===== src/pkg/aes_cfg.svh =====
// Purpose: constants for the axis enable and start sequencer
// Assumes: 20 MHz module clock
// Notes:   offsets, fields, reset values and timing counts
`ifndef AES_CFG_SVH
`define AES_CFG_SVH

// ==========================================================================
// register offsets
`define AES_OFS_CTRL      4'h0
`define AES_OFS_SPEED     4'h1
`define AES_OFS_DEMAND    4'h2
`define AES_OFS_DECEL     4'h3
`define AES_OFS_STATUS    4'h4
`define AES_OFS_IRQ_STAT  4'h5
`define AES_OFS_IRQ_MASK  4'h6
`define AES_OFS_POSITION  4'h7
`define AES_OFS_TARGET    4'h8

// ==========================================================================
// control register fields
`define AES_CTRL_ENABLE   0
`define AES_CTRL_START    1
`define AES_CTRL_JOG_P    2
`define AES_CTRL_JOG_M    3
`define AES_CTRL_ERR_MON  4
`define AES_CTRL_SYNC_MON 5
`define AES_CTRL_REMOTE   6
`define AES_CTRL_W        7

// ==========================================================================
// interrupt status fields
`define AES_IRQ_READY_LOST 0
`define AES_IRQ_SENSOR_ERR 1
`define AES_IRQ_SYNC_ERR   2
`define AES_IRQ_MOVE_DONE  3
`define AES_IRQ_W          4

// ==========================================================================
// reset values and timing
`define AES_CTRL_RST      7'h10
`define AES_DECEL_RST     32'h0000_0100
`define AES_CLK_HZ        20000000
`define AES_SSI_HALF_NS   500
`define AES_SSI_HALF_CYC  ((`AES_SSI_HALF_NS * (`AES_CLK_HZ / 1000000)) / 1000)
`define AES_SSI_GAP_NS    30000
`define AES_SSI_GAP_CYC   ((`AES_SSI_GAP_NS * (`AES_CLK_HZ / 1000000)) / 1000)

`endif


===== src/pkg/aes_pkg.sv =====
// Purpose: types for the axis enable and start sequencer
// Assumes: nothing
// Notes:   one-hot state codes
package aes_pkg;

  // ========================================================================
  // axis motion states
  typedef enum logic [3:0] {
    AES_IDLE = 4'h1,
    AES_HOLD = 4'h2,
    AES_JOG  = 4'h4,
    AES_MOVE = 4'h8
  } aes_axis_e;

  // ========================================================================
  // serial sensor reader states
  typedef enum logic [2:0] {
    AES_SSI_GAP   = 3'h1,
    AES_SSI_LOW   = 3'h2,
    AES_SSI_HIGH  = 3'h4
  } aes_ssi_e;

endpackage : aes_pkg


===== src/logic/aes_ssi_reader.sv =====
// Purpose: serial position sensor reader, clock out and data in
// Assumes: both lines of the data pair arrive as separate levels, p is data, equal lines flag error
// Notes:   frame of WIDTH bits, msb first, pause between frames
`timescale 1ns/1ps
`include "aes_cfg.svh"

module aes_ssi_reader #(
  parameter int WIDTH = 24
) (
  input  wire logic             clock,
  input  wire logic             arst_n,
  output logic                  ssi_clk_p,
  output logic                  ssi_clk_n,
  input  wire logic             ssi_data_p,
  input  wire logic             ssi_data_n,
  output logic [WIDTH-1:0]      position,
  output logic                  position_valid,
  output logic                  sensor_error
);

  localparam int HALF = (`AES_SSI_HALF_CYC < 1) ? 1 : `AES_SSI_HALF_CYC;
  localparam int GAP  = (`AES_SSI_GAP_CYC < 1) ? 1 : `AES_SSI_GAP_CYC;

  aes_pkg::aes_ssi_e   state_reg,  state_next;
  logic [15:0]         cnt_reg,    cnt_next;
  logic [7:0]          bit_reg,    bit_next;
  logic [WIDTH-1:0]    shift_reg,  shift_next;
  logic [WIDTH-1:0]    pos_reg,    pos_next;
  logic                valid_reg,  valid_next;
  logic                err_reg,    err_next;
  logic                clk_reg,    clk_next;
  logic [1:0]          dp_sync_reg;
  logic [1:0]          dn_sync_reg;

  // ==========================================================================
  // pin synchronisers
  always_ff @(posedge clock or negedge arst_n) begin
    if (!arst_n) begin
      dp_sync_reg <= 2'h0;
      dn_sync_reg <= 2'h3;
    end else begin
      dp_sync_reg <= {dp_sync_reg[0], ssi_data_p};
      dn_sync_reg <= {dn_sync_reg[0], ssi_data_n};
    end
  end

  // ==========================================================================
  // frame sequencer
  always_comb begin
    state_next = state_reg;
    cnt_next   = cnt_reg;
    bit_next   = bit_reg;
    shift_next = shift_reg;
    pos_next   = pos_reg;
    valid_next = valid_reg;
    err_next   = err_reg;
    clk_next   = clk_reg;
    if (dp_sync_reg[1] == dn_sync_reg[1]) begin
      err_next = 1'b1;
    end
    case (state_reg)
      aes_pkg::AES_SSI_GAP: begin
        clk_next = 1'b1;
        if (cnt_reg >= 16'(GAP - 1)) begin
          cnt_next   = 16'h0000;
          bit_next   = 8'(WIDTH);
          err_next   = 1'b0;
          state_next = aes_pkg::AES_SSI_LOW;
        end else begin
          cnt_next = cnt_reg + 16'h0001;
        end
      end
      aes_pkg::AES_SSI_LOW: begin
        clk_next = 1'b0;
        if (cnt_reg >= 16'(HALF - 1)) begin
          cnt_next   = 16'h0000;
          state_next = aes_pkg::AES_SSI_HIGH;
        end else begin
          cnt_next = cnt_reg + 16'h0001;
        end
      end
      aes_pkg::AES_SSI_HIGH: begin
        clk_next = 1'b1;
        if (cnt_reg >= 16'(HALF - 1)) begin
          cnt_next   = 16'h0000;
          shift_next = {shift_reg[WIDTH-2:0], dp_sync_reg[1]};
          bit_next   = bit_reg - 8'h01;
          if (bit_reg == 8'h01) begin
            pos_next   = {shift_reg[WIDTH-2:0], dp_sync_reg[1]};
            valid_next = ~err_reg;
            state_next = aes_pkg::AES_SSI_GAP;
          end else begin
            state_next = aes_pkg::AES_SSI_LOW;
          end
        end else begin
          cnt_next = cnt_reg + 16'h0001;
        end
      end
      default: begin
        state_next = aes_pkg::AES_SSI_GAP;
      end
    endcase
  end

  always_ff @(posedge clock or negedge arst_n) begin
    if (!arst_n) begin
      state_reg <= aes_pkg::AES_SSI_GAP;
      cnt_reg   <= 16'h0000;
      bit_reg   <= 8'h00;
      shift_reg <= '0;
      pos_reg   <= '0;
      valid_reg <= 1'b0;
      err_reg   <= 1'b0;
      clk_reg   <= 1'b1;
    end else begin
      state_reg <= state_next;
      cnt_reg   <= cnt_next;
      bit_reg   <= bit_next;
      shift_reg <= shift_next;
      pos_reg   <= pos_next;
      valid_reg <= valid_next;
      err_reg   <= err_next;
      clk_reg   <= clk_next;
    end
  end

  assign ssi_clk_p      = clk_reg;
  assign ssi_clk_n      = ~clk_reg;
  assign position       = pos_reg;
  assign position_valid = valid_reg;
  assign sensor_error   = ~valid_reg;

endmodule : aes_ssi_reader


===== src/logic/aes_sequencer.sv =====
// Purpose: enable, ready, jog and start sequencing of a hydraulic axis
// Assumes: fieldbus bridge writes registers over the plain port
// Notes:   position units are sensor counts; speed is counts per tick
//
// Design decisions made here: strobed register access and the placing of the registers.
`timescale 1ns/1ps
`include "aes_cfg.svh"

module aes_sequencer #(
  parameter int POS_W = 24
) (
  input  wire logic             clock,
  input  wire logic             arst_n,
  input  wire logic [3:0]       reg_addr,
  input  wire logic [31:0]      reg_wdata,
  input  wire logic             reg_write,
  input  wire logic             reg_read,
  output logic [31:0]           reg_rdata,
  input  wire logic             hw_enable,
  input  wire logic             sync_start_in,
  output logic                  sync_start_out,
  output logic                  ready,
  input  wire logic             internal_error,
  input  wire logic             sync_fault,
  input  wire logic             remote_active,
  input  wire logic             remote_enable,
  input  wire logic             remote_start,
  input  wire logic             remote_jog_plus,
  input  wire logic             remote_jog_minus,
  output logic                  ssi_clk_p,
  output logic                  ssi_clk_n,
  input  wire logic             ssi_data_p,
  input  wire logic             ssi_data_n,
  output logic                  outputs_active,
  output logic                  loop_closed,
  output logic [POS_W-1:0]      setpoint,
  output logic                  in_position_window,
  output logic                  irq
);

  logic [`AES_CTRL_W-1:0]   ctrl_reg,    ctrl_next;
  logic [15:0]              speed_reg,   speed_next;
  logic [POS_W-1:0]         demand_reg,  demand_next;
  logic [POS_W-1:0]         decel_reg,   decel_next;
  logic [`AES_IRQ_W-1:0]    istat_reg,   istat_next;
  logic [`AES_IRQ_W-1:0]    imask_reg,   imask_next;
  logic [31:0]              rdata_reg,   rdata_next;
  aes_pkg::aes_axis_e       axis_reg,    axis_next;
  logic [POS_W-1:0]         sp_reg,      sp_next;
  logic [POS_W-1:0]         target_reg,  target_next;
  logic                     ready_reg,   ready_next;
  logic                     start_d_reg, start_d_next;
  logic [1:0]               hw_en_sync_reg;
  logic [1:0]               sync_in_reg;
  logic [POS_W-1:0]         position;
  logic                     pos_valid;
  logic                     sensor_err;
  logic                     enabled;
  logic                     start_eff;
  logic                     start_rise;
  logic                     jog_p;
  logic                     jog_m;
  logic                     fault;
  logic [`AES_IRQ_W-1:0]    events;

  // ==========================================================================
  // serial position sensor
  // sensor reader instance
  aes_ssi_reader #(
    .WIDTH          (POS_W)
  ) u_ssi (
    .clock          (clock),
    .arst_n         (arst_n),
    .ssi_clk_p      (ssi_clk_p),
    .ssi_clk_n      (ssi_clk_n),
    .ssi_data_p     (ssi_data_p),
    .ssi_data_n     (ssi_data_n),
    .position       (position),
    .position_valid (pos_valid),
    .sensor_error   (sensor_err)
  );

  // ==========================================================================
  // pin synchronisers
  // two-stage input sync
  always_ff @(posedge clock or negedge arst_n) begin
    if (!arst_n) begin
      hw_en_sync_reg <= 2'h0;
      sync_in_reg    <= 2'h0;
    end else begin
      hw_en_sync_reg <= {hw_en_sync_reg[0], hw_enable};
      sync_in_reg    <= {sync_in_reg[0], sync_start_in};
    end
  end

  // ==========================================================================
  // command selection
  always_comb begin
    if (ctrl_reg[`AES_CTRL_REMOTE] || remote_active) begin
      enabled   = remote_enable;
      start_eff = remote_start;
      jog_p     = remote_jog_plus;
      jog_m     = remote_jog_minus;
    end else begin
      enabled   = hw_en_sync_reg[1] & ctrl_reg[`AES_CTRL_ENABLE];
      start_eff = sync_in_reg[1];
      jog_p     = ctrl_reg[`AES_CTRL_JOG_P];
      jog_m     = ctrl_reg[`AES_CTRL_JOG_M];
    end
  end

  assign start_rise = start_eff & ~start_d_reg;

  assign fault = (ctrl_reg[`AES_CTRL_ERR_MON] & (sensor_err | internal_error))
               | (ctrl_reg[`AES_CTRL_SYNC_MON] & sync_fault);

  // ==========================================================================
  // axis motion
  always_comb begin
    axis_next    = axis_reg;
    sp_next      = sp_reg;
    target_next  = target_reg;
    start_d_next = start_eff;
    ready_next   = enabled & ~fault;
    case (axis_reg)
      aes_pkg::AES_IDLE: begin
        if (enabled) begin
          sp_next   = position;
          axis_next = aes_pkg::AES_HOLD;
        end
      end
      aes_pkg::AES_HOLD: begin
        if (start_rise && pos_valid) begin
          target_next = demand_reg;
          axis_next   = aes_pkg::AES_MOVE;
        end else if (!start_eff && (jog_p ^ jog_m)) begin
          axis_next = aes_pkg::AES_JOG;
        end
      end
      aes_pkg::AES_JOG: begin
        if (start_eff || !(jog_p ^ jog_m)) begin
          axis_next = aes_pkg::AES_HOLD;
        end else if (jog_p) begin
          sp_next = sp_reg + POS_W'(speed_reg);
        end else begin
          sp_next = sp_reg - POS_W'(speed_reg);
        end
      end
      aes_pkg::AES_MOVE: begin
        if (!start_eff) begin
          if (target_reg > sp_reg && target_reg - sp_reg > decel_reg) begin
            target_next = sp_reg + decel_reg;
          end else if (sp_reg > target_reg && sp_reg - target_reg > decel_reg)
          begin
            target_next = sp_reg - decel_reg;
          end
        end
        if (sp_reg == target_reg) begin
          axis_next = aes_pkg::AES_HOLD;
        end else if (target_reg > sp_reg) begin
          sp_next = (target_reg - sp_reg > POS_W'(speed_reg))
                  ? sp_reg + POS_W'(speed_reg) : target_reg;
        end else begin
          sp_next = (sp_reg - target_reg > POS_W'(speed_reg))
                  ? sp_reg - POS_W'(speed_reg) : target_reg;
        end
      end
      default: begin
        axis_next = aes_pkg::AES_IDLE;
      end
    endcase
    if (!enabled) begin
      axis_next  = aes_pkg::AES_IDLE;
      ready_next = 1'b0;
    end
  end

  always_ff @(posedge clock or negedge arst_n) begin
    if (!arst_n) begin
      axis_reg    <= aes_pkg::AES_IDLE;
      sp_reg      <= '0;
      target_reg  <= '0;
      start_d_reg <= 1'b0;
      ready_reg   <= 1'b0;
    end else begin
      axis_reg    <= axis_next;
      sp_reg      <= sp_next;
      target_reg  <= target_next;
      start_d_reg <= start_d_next;
      ready_reg   <= ready_next;
    end
  end

  // ==========================================================================
  // register port and interrupts
  assign events = {
    (axis_reg == aes_pkg::AES_MOVE) && (axis_next == aes_pkg::AES_HOLD),
    ctrl_reg[`AES_CTRL_SYNC_MON] & sync_fault,
    enabled & sensor_err,
    ready_reg & ~ready_next
  };

  always_comb begin
    ctrl_next   = ctrl_reg;
    speed_next  = speed_reg;
    demand_next = demand_reg;
    decel_next  = decel_reg;
    imask_next  = imask_reg;
    istat_next  = istat_reg;
    rdata_next  = 32'h0000_0000;
    if (reg_write) begin
      case (reg_addr)
        `AES_OFS_CTRL:     ctrl_next   = reg_wdata[`AES_CTRL_W-1:0];
        `AES_OFS_SPEED:    speed_next  = reg_wdata[15:0];
        `AES_OFS_DEMAND:   demand_next = reg_wdata[POS_W-1:0];
        `AES_OFS_DECEL:    decel_next  = reg_wdata[POS_W-1:0];
        `AES_OFS_IRQ_STAT: istat_next  = istat_reg & ~reg_wdata[`AES_IRQ_W-1:0];
        `AES_OFS_IRQ_MASK: imask_next  = reg_wdata[`AES_IRQ_W-1:0];
        default: begin
        end
      endcase
    end
    // set wins over clear
    istat_next = istat_next | events;
    if (reg_read) begin
      case (reg_addr)
        `AES_OFS_CTRL:     rdata_next = 32'(ctrl_reg);
        `AES_OFS_SPEED:    rdata_next = 32'(speed_reg);
        `AES_OFS_DEMAND:   rdata_next = 32'(demand_reg);
        `AES_OFS_DECEL:    rdata_next = 32'(decel_reg);
        `AES_OFS_STATUS:   rdata_next = {24'h000000, axis_reg, pos_valid,
                                         in_position_window, enabled,
                                         ready_reg};
        `AES_OFS_IRQ_STAT: rdata_next = 32'(istat_reg);
        `AES_OFS_IRQ_MASK: rdata_next = 32'(imask_reg);
        `AES_OFS_POSITION: rdata_next = 32'(position);
        `AES_OFS_TARGET:   rdata_next = 32'(target_reg);
        default:           rdata_next = 32'h0000_0000;
      endcase
    end
  end

  always_ff @(posedge clock or negedge arst_n) begin
    if (!arst_n) begin
      ctrl_reg   <= `AES_CTRL_RST;
      speed_reg  <= 16'h0000;
      demand_reg <= '0;
      decel_reg  <= POS_W'(`AES_DECEL_RST);
      istat_reg  <= '0;
      imask_reg  <= '0;
      rdata_reg  <= 32'h0000_0000;
    end else begin
      ctrl_reg   <= ctrl_next;
      speed_reg  <= speed_next;
      demand_reg <= demand_next;
      decel_reg  <= decel_next;
      istat_reg  <= istat_next;
      imask_reg  <= imask_next;
      rdata_reg  <= rdata_next;
    end
  end

  // ==========================================================================
  // outputs
  // bus start relayed
  assign sync_start_out     = ctrl_reg[`AES_CTRL_START] & ~remote_active
                            & ~ctrl_reg[`AES_CTRL_REMOTE];
  assign ready              = ready_reg;
  assign outputs_active     = axis_reg != aes_pkg::AES_IDLE;
  assign loop_closed        = axis_reg != aes_pkg::AES_IDLE;
  assign setpoint           = sp_reg;
  assign in_position_window = (axis_reg == aes_pkg::AES_HOLD) & pos_valid
                            & (position == sp_reg);
  assign irq                = |(istat_reg & imask_reg);
  assign reg_rdata          = rdata_reg;

endmodule : aes_sequencer


===== config.mk =====
export PLATFORM = sky130hd
export DESIGN_NAME = aes_sequencer
export DESIGN_NICKNAME = d
export VERILOG_FILES = /design/src/pkg/aes_pkg.sv /design/src/logic/aes_ssi_reader.sv /design/src/logic/aes_sequencer.sv
export VERILOG_INCLUDE_DIRS = /design/src /design/src/pkg
export SDC_FILE = /design/constraint.sdc
export NUM_CORES = 1
export LEC_CHECK = 0
export ABC_AREA = 1
export BUFFER_PORTS_ARGS = -buffer_cell sky130_fd_sc_hd__buf_2
export CORE_MARGIN = 2
export CORE_UTILIZATION = 32
export DETAILED_ROUTE_END_ITERATION = 16
export GPL_TIMING_DRIVEN = 0
export SLEW_MARGIN = 20
export SYNTH_ARGS = -nofsm -noshare
export SYNTH_HDL_FRONTEND = slang
export SYNTH_HIERARCHICAL = 1
export SYNTH_SLANG_ARGS = --single-unit

===== constraint.sdc =====
create_clock -name clock -period 11.1 [get_ports clock]
set_input_delay 1.665 -clock clock [delete_from_list [all_inputs] [get_ports clock]]
set_output_delay 1.665 -clock clock [all_outputs]
set_load 0.005 [all_outputs]

==> summary.txt, run 1 <==
Clock tree
  – TritonCTS clock tree: built
  – CTS clk-pin slew, worst paths: 0.06 ns
  – Clk Latency, worst-skew pair: slightly above 0.6 ns
  – H-tree depth: 1
  – Post-cts sizing count: 0
  – Number of buffers created by CTS: 29
  – Max clock buf depth: 3
  – CTS root buf: clkbuf_16
  – CTS Hold Buffers Added: 0
  – Post-CTS setup buffers: 0
  – Clk sinks: 242

Detailed routing
  – DRC viols: 0
  – Initial DRT Pass Iterations: 7
  – Antenna Nets Post-Route: 0
  – Vias: between 20000 and 25000
  – Drt wl/cell: about 22 um
  – Via-per-instance ratio: roughly 5.4
  – Routed wire length: between 90000 and 100000 um
  – First DRT Iteration DRCs: between 2000 and 3000

Job
  – Max-Cap Viols: 0

Synthesis
  – Mapped Cells: 3239
  – Synthesized area: about 0.022 mm2
  – Register area share after synthesis: 0.278
  – Synth Warn #: 6
  – Synth async-reset ratio: 1.00
  – Post-synthesis cell type count: 59
  – Post-synth top flop: dfrtp_1
  – EDFF count, synth: 0
  – Number of synthesized register bits: approximately 240
  – Mean Syn Cell Area: a little under 7 um2

Worst setup path
  – Crit path required time: between 10 and 15 ns
  – Largest stage delay on the critical path: 0.75 ns
  – Reg2Reg Setup Slack: around 3.1 ns
  – Worst Path Max Fanout: 10
  – Worst r2r dst: target_reg[17]
  – Cell family with most CP delay: simple AND/OR/NAND/NOR gates
  – Cell mode on critical path: nand2_1
  – WP data arrival: 8.47 ns
  – Worst flop-to-flop path startpoint: setpoint[19]
  – Worst r2r path cells: 34
  – Element type at the critical path end: flip-flop
  – CP Buf/Inv Count: 5
  – Worst path slowest cell: dfrtp_1
  – Crit path kind: reg -> reg
  – CP Launch Type: flip-flop

Min path
  – Worst hold endpoint: sync_in_reg[1]
  – Hold path start: sync_in_reg[0]
  – Hold Path Class: reg -> reg
  – Hold depth: 0

Timing
  – Rel. slew slack: 0.355
  – Hold Violations, Final: 0
  – Post-route minimum period: approximately 8 ns
  – Final worst-path cycle share: 0.720
  – Clock skew: 0.0570 ns
  – RSZ-0062 raised after global routing: false
  – Worst Max-Slew Pin Slew: 0.959 ns
  – Final-report setup violation count: 0
  – Final Max Slew Viols: 0
  – Setup tns final: 0 ns
  – Fmax: approximately 0.13 GHz

Finish
  – Most common cell after layout, fill and taps aside: nand2_1
  – Most frequent cells in the layout: 874 x nand2_1, 465 x inv_1, 235 x dfrtp_1
  – Area grow syn2layout: 12.6%
  – Fraction of layout cells with a size suffix above 1: 0.0953
  – Filler cells: slightly above 7000
  – Final #Nets: roughly 3600

GRT
  – Pin count of the biggest net entering global routing: between 90 and 100
  – Global-route wire length before repair: 140000 um
  – Total congestion overflow: 0
  – Antenna violations before repair: 3
  – Vias in the first global route: about 22000
  – All-Layer GR Usage: 0.267

Floorplanning
  – Core Box Area: between 0.06 and 0.07 mm2
  – Die width: roughly 270 um
  – Row Count: 95
  – Initial cell density of the core: 0.324
  – Die Area: 0.0704 mm2
  – Die Ht: between 200 and 300 um
  – Io pins: approximately 120

Run status
  – Status: complete, no violations

Placed design
  – HPWL Detailed: slightly below 80000 um
  – GP Congestion: about 1.1
  – # port buffers: just under 100
==> cell usage after synthesis, types with 22 or more instances <==
master    instances  share of area
buf_4            24         0.0082
nand2_2          25         0.0072
ha_1            188           0.11
nor2_1          217          0.037
dfrtp_1         235           0.27
nor3_1           28         0.0064
o21ai_1          33         0.0076
o22ai_1          35          0.010
a21oi_1         189          0.043
clkbuf_1         52         0.0089
nand2_1         874           0.15
nand4_1          88          0.025
a221oi_1         26          0.010
inv_1           465          0.080
o21ai_2          22         0.0088
xor2_1           84          0.034
o21ai_0         204          0.047
nand3_1         232          0.053
==> layer usage <==
metal	GRT usage	vias up	part of all wire
met1	0.353	10900	0.41
li1	-	10900	-
met2	0.403	1203	0.42
met3	0.0461	287	0.092
met4	0.167	6	0.076
met5	0	-	0.00023
==> area by class of cell <==
class / count / area, um2 / share of cell area
Tap cell: 873 / 1090 / 0.0444
Sequential cell: 242 / 6060 / 0.247
Multi-Input combinational cell: 2404 / 13300 / 0.540
Clock inverter: 14 / 264 / 0.0107
Buffer: 120 / 723 / 0.0294
Inverter: 480 / 1810 / 0.0734
Timing Repair Buffer: 100 / 556 / 0.0226
Antenna cell: 2 / 5.00 / 0.000203
Clock buffer: 40 / 807 / 0.0328
==> per-stage QoR <==
step / worst slack (ns) / hold slack, ns / instance area, um2 / utilization / cells
6_report: 3.11 / 0.350 / 24600 / 0.365 / 4275
5_1_grt: 2.78 / 0.359 / 24600 / 0.365 / 4273
2_1_floorplan: 5.91 / 0.331 / 21900 / - / 3246
3_5_place_dp: 3.48 / 0.336 / 23500 / 0.349 / 4219
4_1_cts: 3.44 / 0.350 / 24600 / 0.365 / 4273
3_3_place_gp: 3.50 / 0.335 / 23500 / 0.348 / 4217
==> cell families after synthesis <==
logic type | synth area share
other | 0.000172
AOI/OAI and AO/OA | 0.148
xor gates and xnor gates | 0.0417
adders and majority gates | 0.112
and+or+nand+nor | 0.304
buffers and inverters | 0.116
DFF | 0.278
==> worst max path at each step <==
stage | endpoint | cells after the start | startpoint
final | target_reg[17] | 34 | setpoint[19]
after floorplan | target_reg[17] | 31 | setpoint[1]
after CTS | target_reg[17] | 34 | setpoint[19]
after detailed placement | target_reg[17] | 34 | setpoint[19]
after global routing | target_reg[17] | 37 | setpoint[19]
after global placement | target_reg[17] | 34 | setpoint[19]
Power of run 1 is left out: the tool's default activity adds up to more than one toggle a clock period on the data nets, which glitch-free logic cannot reach.
==> run 2: changes to the inputs <==
--- a/config.mk
+++ b/config.mk
@@ -6,7 +6,7 @@
 export SDC_FILE = /design/constraint.sdc
 export NUM_CORES = 1
 export LEC_CHECK = 0
-export ABC_AREA = 1
+export ABC_AREA = 0
 export BUFFER_PORTS_ARGS = -buffer_cell sky130_fd_sc_hd__buf_2
 export CORE_MARGIN = 2
 export CORE_UTILIZATION = 32
==> constraint.sdc (replaced) <==
create_clock -name clock -period 7.5 [get_ports clock]
set_input_delay 1.125 -clock clock [delete_from_list [all_inputs] [get_ports clock]]
set_output_delay 1.125 -clock clock [all_outputs]
set_load 0.005 [all_outputs]
==> run 2 against run 1 <==
  * Wire length decreased by 18%
  * Maximum frequency increased by 11%
  * Count of clock-buffer cells in the layout down 7
  * Critical path depth is 3 lower
  * Via count shrank 21%
  * Synthesized cell count is 32% lower
  * Final cell count fell by 26%
  * Critical endpoint is now target_reg[21]
  * Highest routed layer unchanged
==> summary.txt, run 2 <==
Placed design
  – Cell count after placement: 3130 (was 4219)
  – # port buffers: 94 (was 98)
  – GP Congestion: 0.991 (was 1.08)
  – HPWL Detailed: 64600 um (was 78000 um)

Detailed routing
  – Vias: 18400 (was 23300)
  – Drt wl/cell: 24.6 um (was 22.4 um)
  – Routed wire length: 78300 um (was 95800 um)
  – Antenna Nets Post-Route: 0 (unchanged)
  – Initial DRT Pass Iterations: 6 (was 7)
  – First DRT Iteration DRCs: 1913 (was 2794)
  – DRC viols: 0 (unchanged)
  – Via-per-instance ratio: 5.78 (was 5.45)

Synthesis
  – Main combinational cell family by area after synthesis: compound AO/OA/AOI/OAI gates (was simple AND/OR/NAND/NOR gates)
  – Post-synthesis xor/xnor area fraction: 0.0670 (was 0.0417)
  – Post-synth top flop: dfrtp_1 (unchanged)
  – Register area share after synthesis: 0.305 (was 0.278)
  – Post-Synth Simple-Gate Area: 0.145 (was 0.304)
  – Synth async-reset ratio: 1.00 (unchanged)
  – Post-synthesis mux area share: 0.0887 (was 0)
  – Synth Warn #: 6 (unchanged)
  – Mean Syn Cell Area: 9.09 um2 (was 6.75 um2)
  – Mapped Cells: 2188 (was 3239)
  – Post-synthesis cell type count: 101 (was 59)
  – Number of synthesized register bits: 242 (unchanged)
  – Count leader, synth: dfrtp_1 (was nand2_1)
  – Share of the synthesized area in the top cell type: 0.296 (was 0.269)
  – Synthesized area: 0.0199 mm2 (was 0.0218 mm2)
  – Synth Area in Compound Gates: 0.218 (was 0.148)
  – Dominant cells by area after synthesis: dfrtp_1 30%, ha_1 12%, mux2_2 6.2%, xnor2_1 4.1%, a21oi_1 3.9% (was dfrtp_1 27%, nand2_1 15%, ha_1 11%, inv_1 8.0%, nand3_1 5.3%)
  – Area leader, netlist: dfrtp_1 (unchanged)
  – EDFF count, synth: 0 (unchanged)
  – Synth Area in Adders: 0.124 (was 0.112)
  – Most frequent cells after synthesis: 235 x dfrtp_1, 188 x ha_1, 153 x a21oi_1 (was 874 x nand2_1, 465 x inv_1, 235 x dfrtp_1)

Power and ir drop
  – P_int: 4370 uW
  – Seq pwr share: 0.216
  – Design Power: 8190 uW
  – Switch share: 0.467
  – Leak Pwr: around 0.01 uW
  – Clk network pwr share: 0.178
  – P_sw: about 3800 uW
  – Worst IR Drop VDD: just under 0.0002 V
  – Comb pwr share: 0.606
  – PwrDens: about 360 mW/mm2

Worst setup path
  – CP Launch Type: flip-flop (unchanged)
  – Reg2Reg Setup Slack: 0.32 ns (was 3.11 ns)
  – WP data arrival: 7.60 ns (was 8.47 ns)
  – Worst r2r dst: target_reg[21] (was target_reg[17])
  – Element type at the critical path end: flip-flop (unchanged)
  – Worst path slowest cell: dfrtp_2 (was dfrtp_1)
  – Worst r2r path cells: 31 (was 34)
  – Worst flop-to-flop path startpoint: setpoint[8] (was setpoint[19])
  – Crit path kind: reg -> reg (unchanged)
  – Worst Path Max Fanout: 10 (unchanged)
  – Crit path required time: 7.92 ns (was 11.58 ns)
  – Largest stage delay on the critical path: 0.53 ns (was 0.75 ns)

Timing
  – Post-route minimum period: 7.18 ns (was 7.99 ns)
  – Final Max Slew Viols: 0 (unchanged)
  – Fmax: 0.139 GHz (was 0.125 GHz)
  – Clock skew: 0.0182 ns (was 0.0570 ns)
  – Hold Violations, Final: 0 (unchanged)
  – Setup tns final: 0 ns (unchanged)
  – Worst Max-Slew Pin Slew: 1.22 ns (was 0.959 ns)
  – Rel. slew slack: 0.185 (was 0.355)
  – Final-report setup violation count: 0 (unchanged)
  – Final worst-path cycle share: 0.958 (was 0.720)

Clock tree
  – Number of buffers created by CTS: 25 (was 29)
  – H-tree depth: 1 (unchanged)
  – TritonCTS clock tree: built (unchanged)
  – Clk Latency, worst-skew pair: 0.55 ns (was 0.61 ns)
  – Clk sinks: 242 (unchanged)
  – Max clock buf depth: 3 (unchanged)
  – CTS root buf: clkbuf_16 (unchanged)
  – CTS clk-pin slew, worst paths: 0.07 ns (was 0.06 ns)

Finish
  – Filler cells: 6256 (was 7219)
  – Most frequent cells in the layout: 219 x dfrtp_1, 188 x ha_1, 150 x a21oi_1 (was 874 x nand2_1, 465 x inv_1, 235 x dfrtp_1)
  – Area grow syn2layout: 14.1% (was 12.6%)
  – Most common cell after layout, fill and taps aside: dfrtp_1 (was nand2_1)
  – Final #Nets: 2569 (was 3621)
  – Fraction of layout cells with a size suffix above 1: 0.176 (was 0.0953)
  – Cell Count, Final, Fillers Out: 3182 (was 4275)

Floorplanning
  – Die width: 253 um (was 265 um)
  – Die Ht: 253 um (was 265 um)
  – Die Area: 0.0641 mm2 (was 0.0704 mm2)
  – Core Box Area: 0.0616 mm2 (was 0.0674 mm2)
  – Initial cell density of the core: 0.323 (was 0.324)
  – Row Count: 91 (was 95)
  – Io pins: 115 (unchanged)

GRT
  – Antenna violations before repair: 6 (was 3)
  – Global-route wire length before repair: 116000 um (was 140000 um)
  – Vias in the first global route: 18200 (was 21700)
  – All-Layer GR Usage: 0.240 (was 0.267)
  – Pin count of the biggest net entering global routing: 104 (was 96)
  – Total congestion overflow: 0 (unchanged)

Min path
  – Hold Path Class: reg -> reg (unchanged)
  – Hold path start: u_ssi/dp_sync_reg[0] (was sync_in_reg[0])
  – Hold depth: 0 (unchanged)
  – Worst hold endpoint: u_ssi/dp_sync_reg[1] (was sync_in_reg[1])

Job
  – Max-Cap Viols: 0 (unchanged)

Run status
  – Status: complete, no violations (unchanged)
[run 2: changes by cell type in the layout (fill, tap and decap cells not counted), moves of 53 or more]
cell	before	now
nand2_1	874	146
inv_1	465	128
nand3_1	232	37
o21ai_0	204	79
mux2_2	0	110
nor2_1	217	141
xnor2_1	20	93
a22oi_1	1	55
a21o_1	3	56
[run 2: layout make-up]
type                       instances  area, um2  share of cell area
tap                              837       1050              0.0462
multi-input combinational       1707      12900               0.571
clock buffer                      33        716              0.0316
buffer                           115        553              0.0244
antenna                            2       5.00            0.000221
timing repair buffer             105        604              0.0266
sequential                       242       6080               0.268
inverter                         129        484              0.0214
clock inverter                    12        246              0.0109
[run 2: how the worst max path moves through the flow]
stage	to	from	slack, ns
6_report	target_reg[21]	setpoint[8]	0.32
5_1_grt	target_reg[21]	setpoint[8]	-0.01
4_1_cts	target_reg[21]	setpoint[16]	0.04
3_5_place_dp	target_reg[21]	setpoint[16]	-0.98
3_3_place_gp	target_reg[21]	setpoint[16]	-0.97
2_1_floorplan	target_reg[21]	setpoint[16]	1.09
[run 2: routing by layer]
layer	global-route usage	vias up	wire length, um
li1	-	8336	-
met1	0.319	9063	33600
met2	0.388	810	35300
met3	0.0358	183	5760
met4	0.103	12	3500
met5	0	-	64
[run 2: power by group through the flow]
| stage | Clock (uW) | Sequential (uW) | Combinational (uW) |
|---|---|---|---|
| 3_5_place_dp | 0 | 1760 | 4740 |
| 3_3_place_gp | 0 | 1760 | 4680 |
| 6_report | 1460 | 1770 | 4970 |
| 5_1_grt | 1540 | 1790 | 5450 |
| 2_1_floorplan | 0 | 1630 | 3500 |
| 4_1_cts | 1490 | 1750 | 4830 |
[run 2: cells by family after synthesis]
kind of cell,after synthesis
compound gates,635
buf+inv,246
flops,242
mux,153
xor+xnor,152
simple gates,565
fa+ha+maj,194
other cells,1
[run 2: repair_timing]
item / in CTS / in global routing
setup endpoints to repair: 18 / 14
pin swaps: 2 / 4
hold buffers: 0 / 0
buffers inserted: 2 / 5
gates resized for setup: 25 / 28
[run 2: worst max-delay path: cells and delay by family, from the launching register on]
family,cells,cell delay (ns)
AOI/OAI and AO/OA,12,2.16
xor gates and xnor gates,2,0.34
adders and majority gates,3,0.96
buffers and inverters,6,0.89
DFF,1,0.53
muxes,1,0.30
and+or+nand+nor,7,1.86
[run 2: stage by stage]
| step | hold slack [ns] | cell area (um2) | util | setup slack, ns |
|---|---|---|---|---|
| after detailed placement | 0.335 | 21500 | 0.349 | -0.985 |
| after global placement | 0.336 | 21400 | 0.348 | -0.969 |
| after floorplan | 0.331 | 19900 | - | 1.09 |
| final | 0.349 | 22700 | 0.368 | 0.317 |
| after CTS | 0.349 | 22600 | 0.366 | 0.0425 |
| after global routing | 0.353 | 22700 | 0.368 | -0.0145 |
Power figures use the tool's default switching activity.
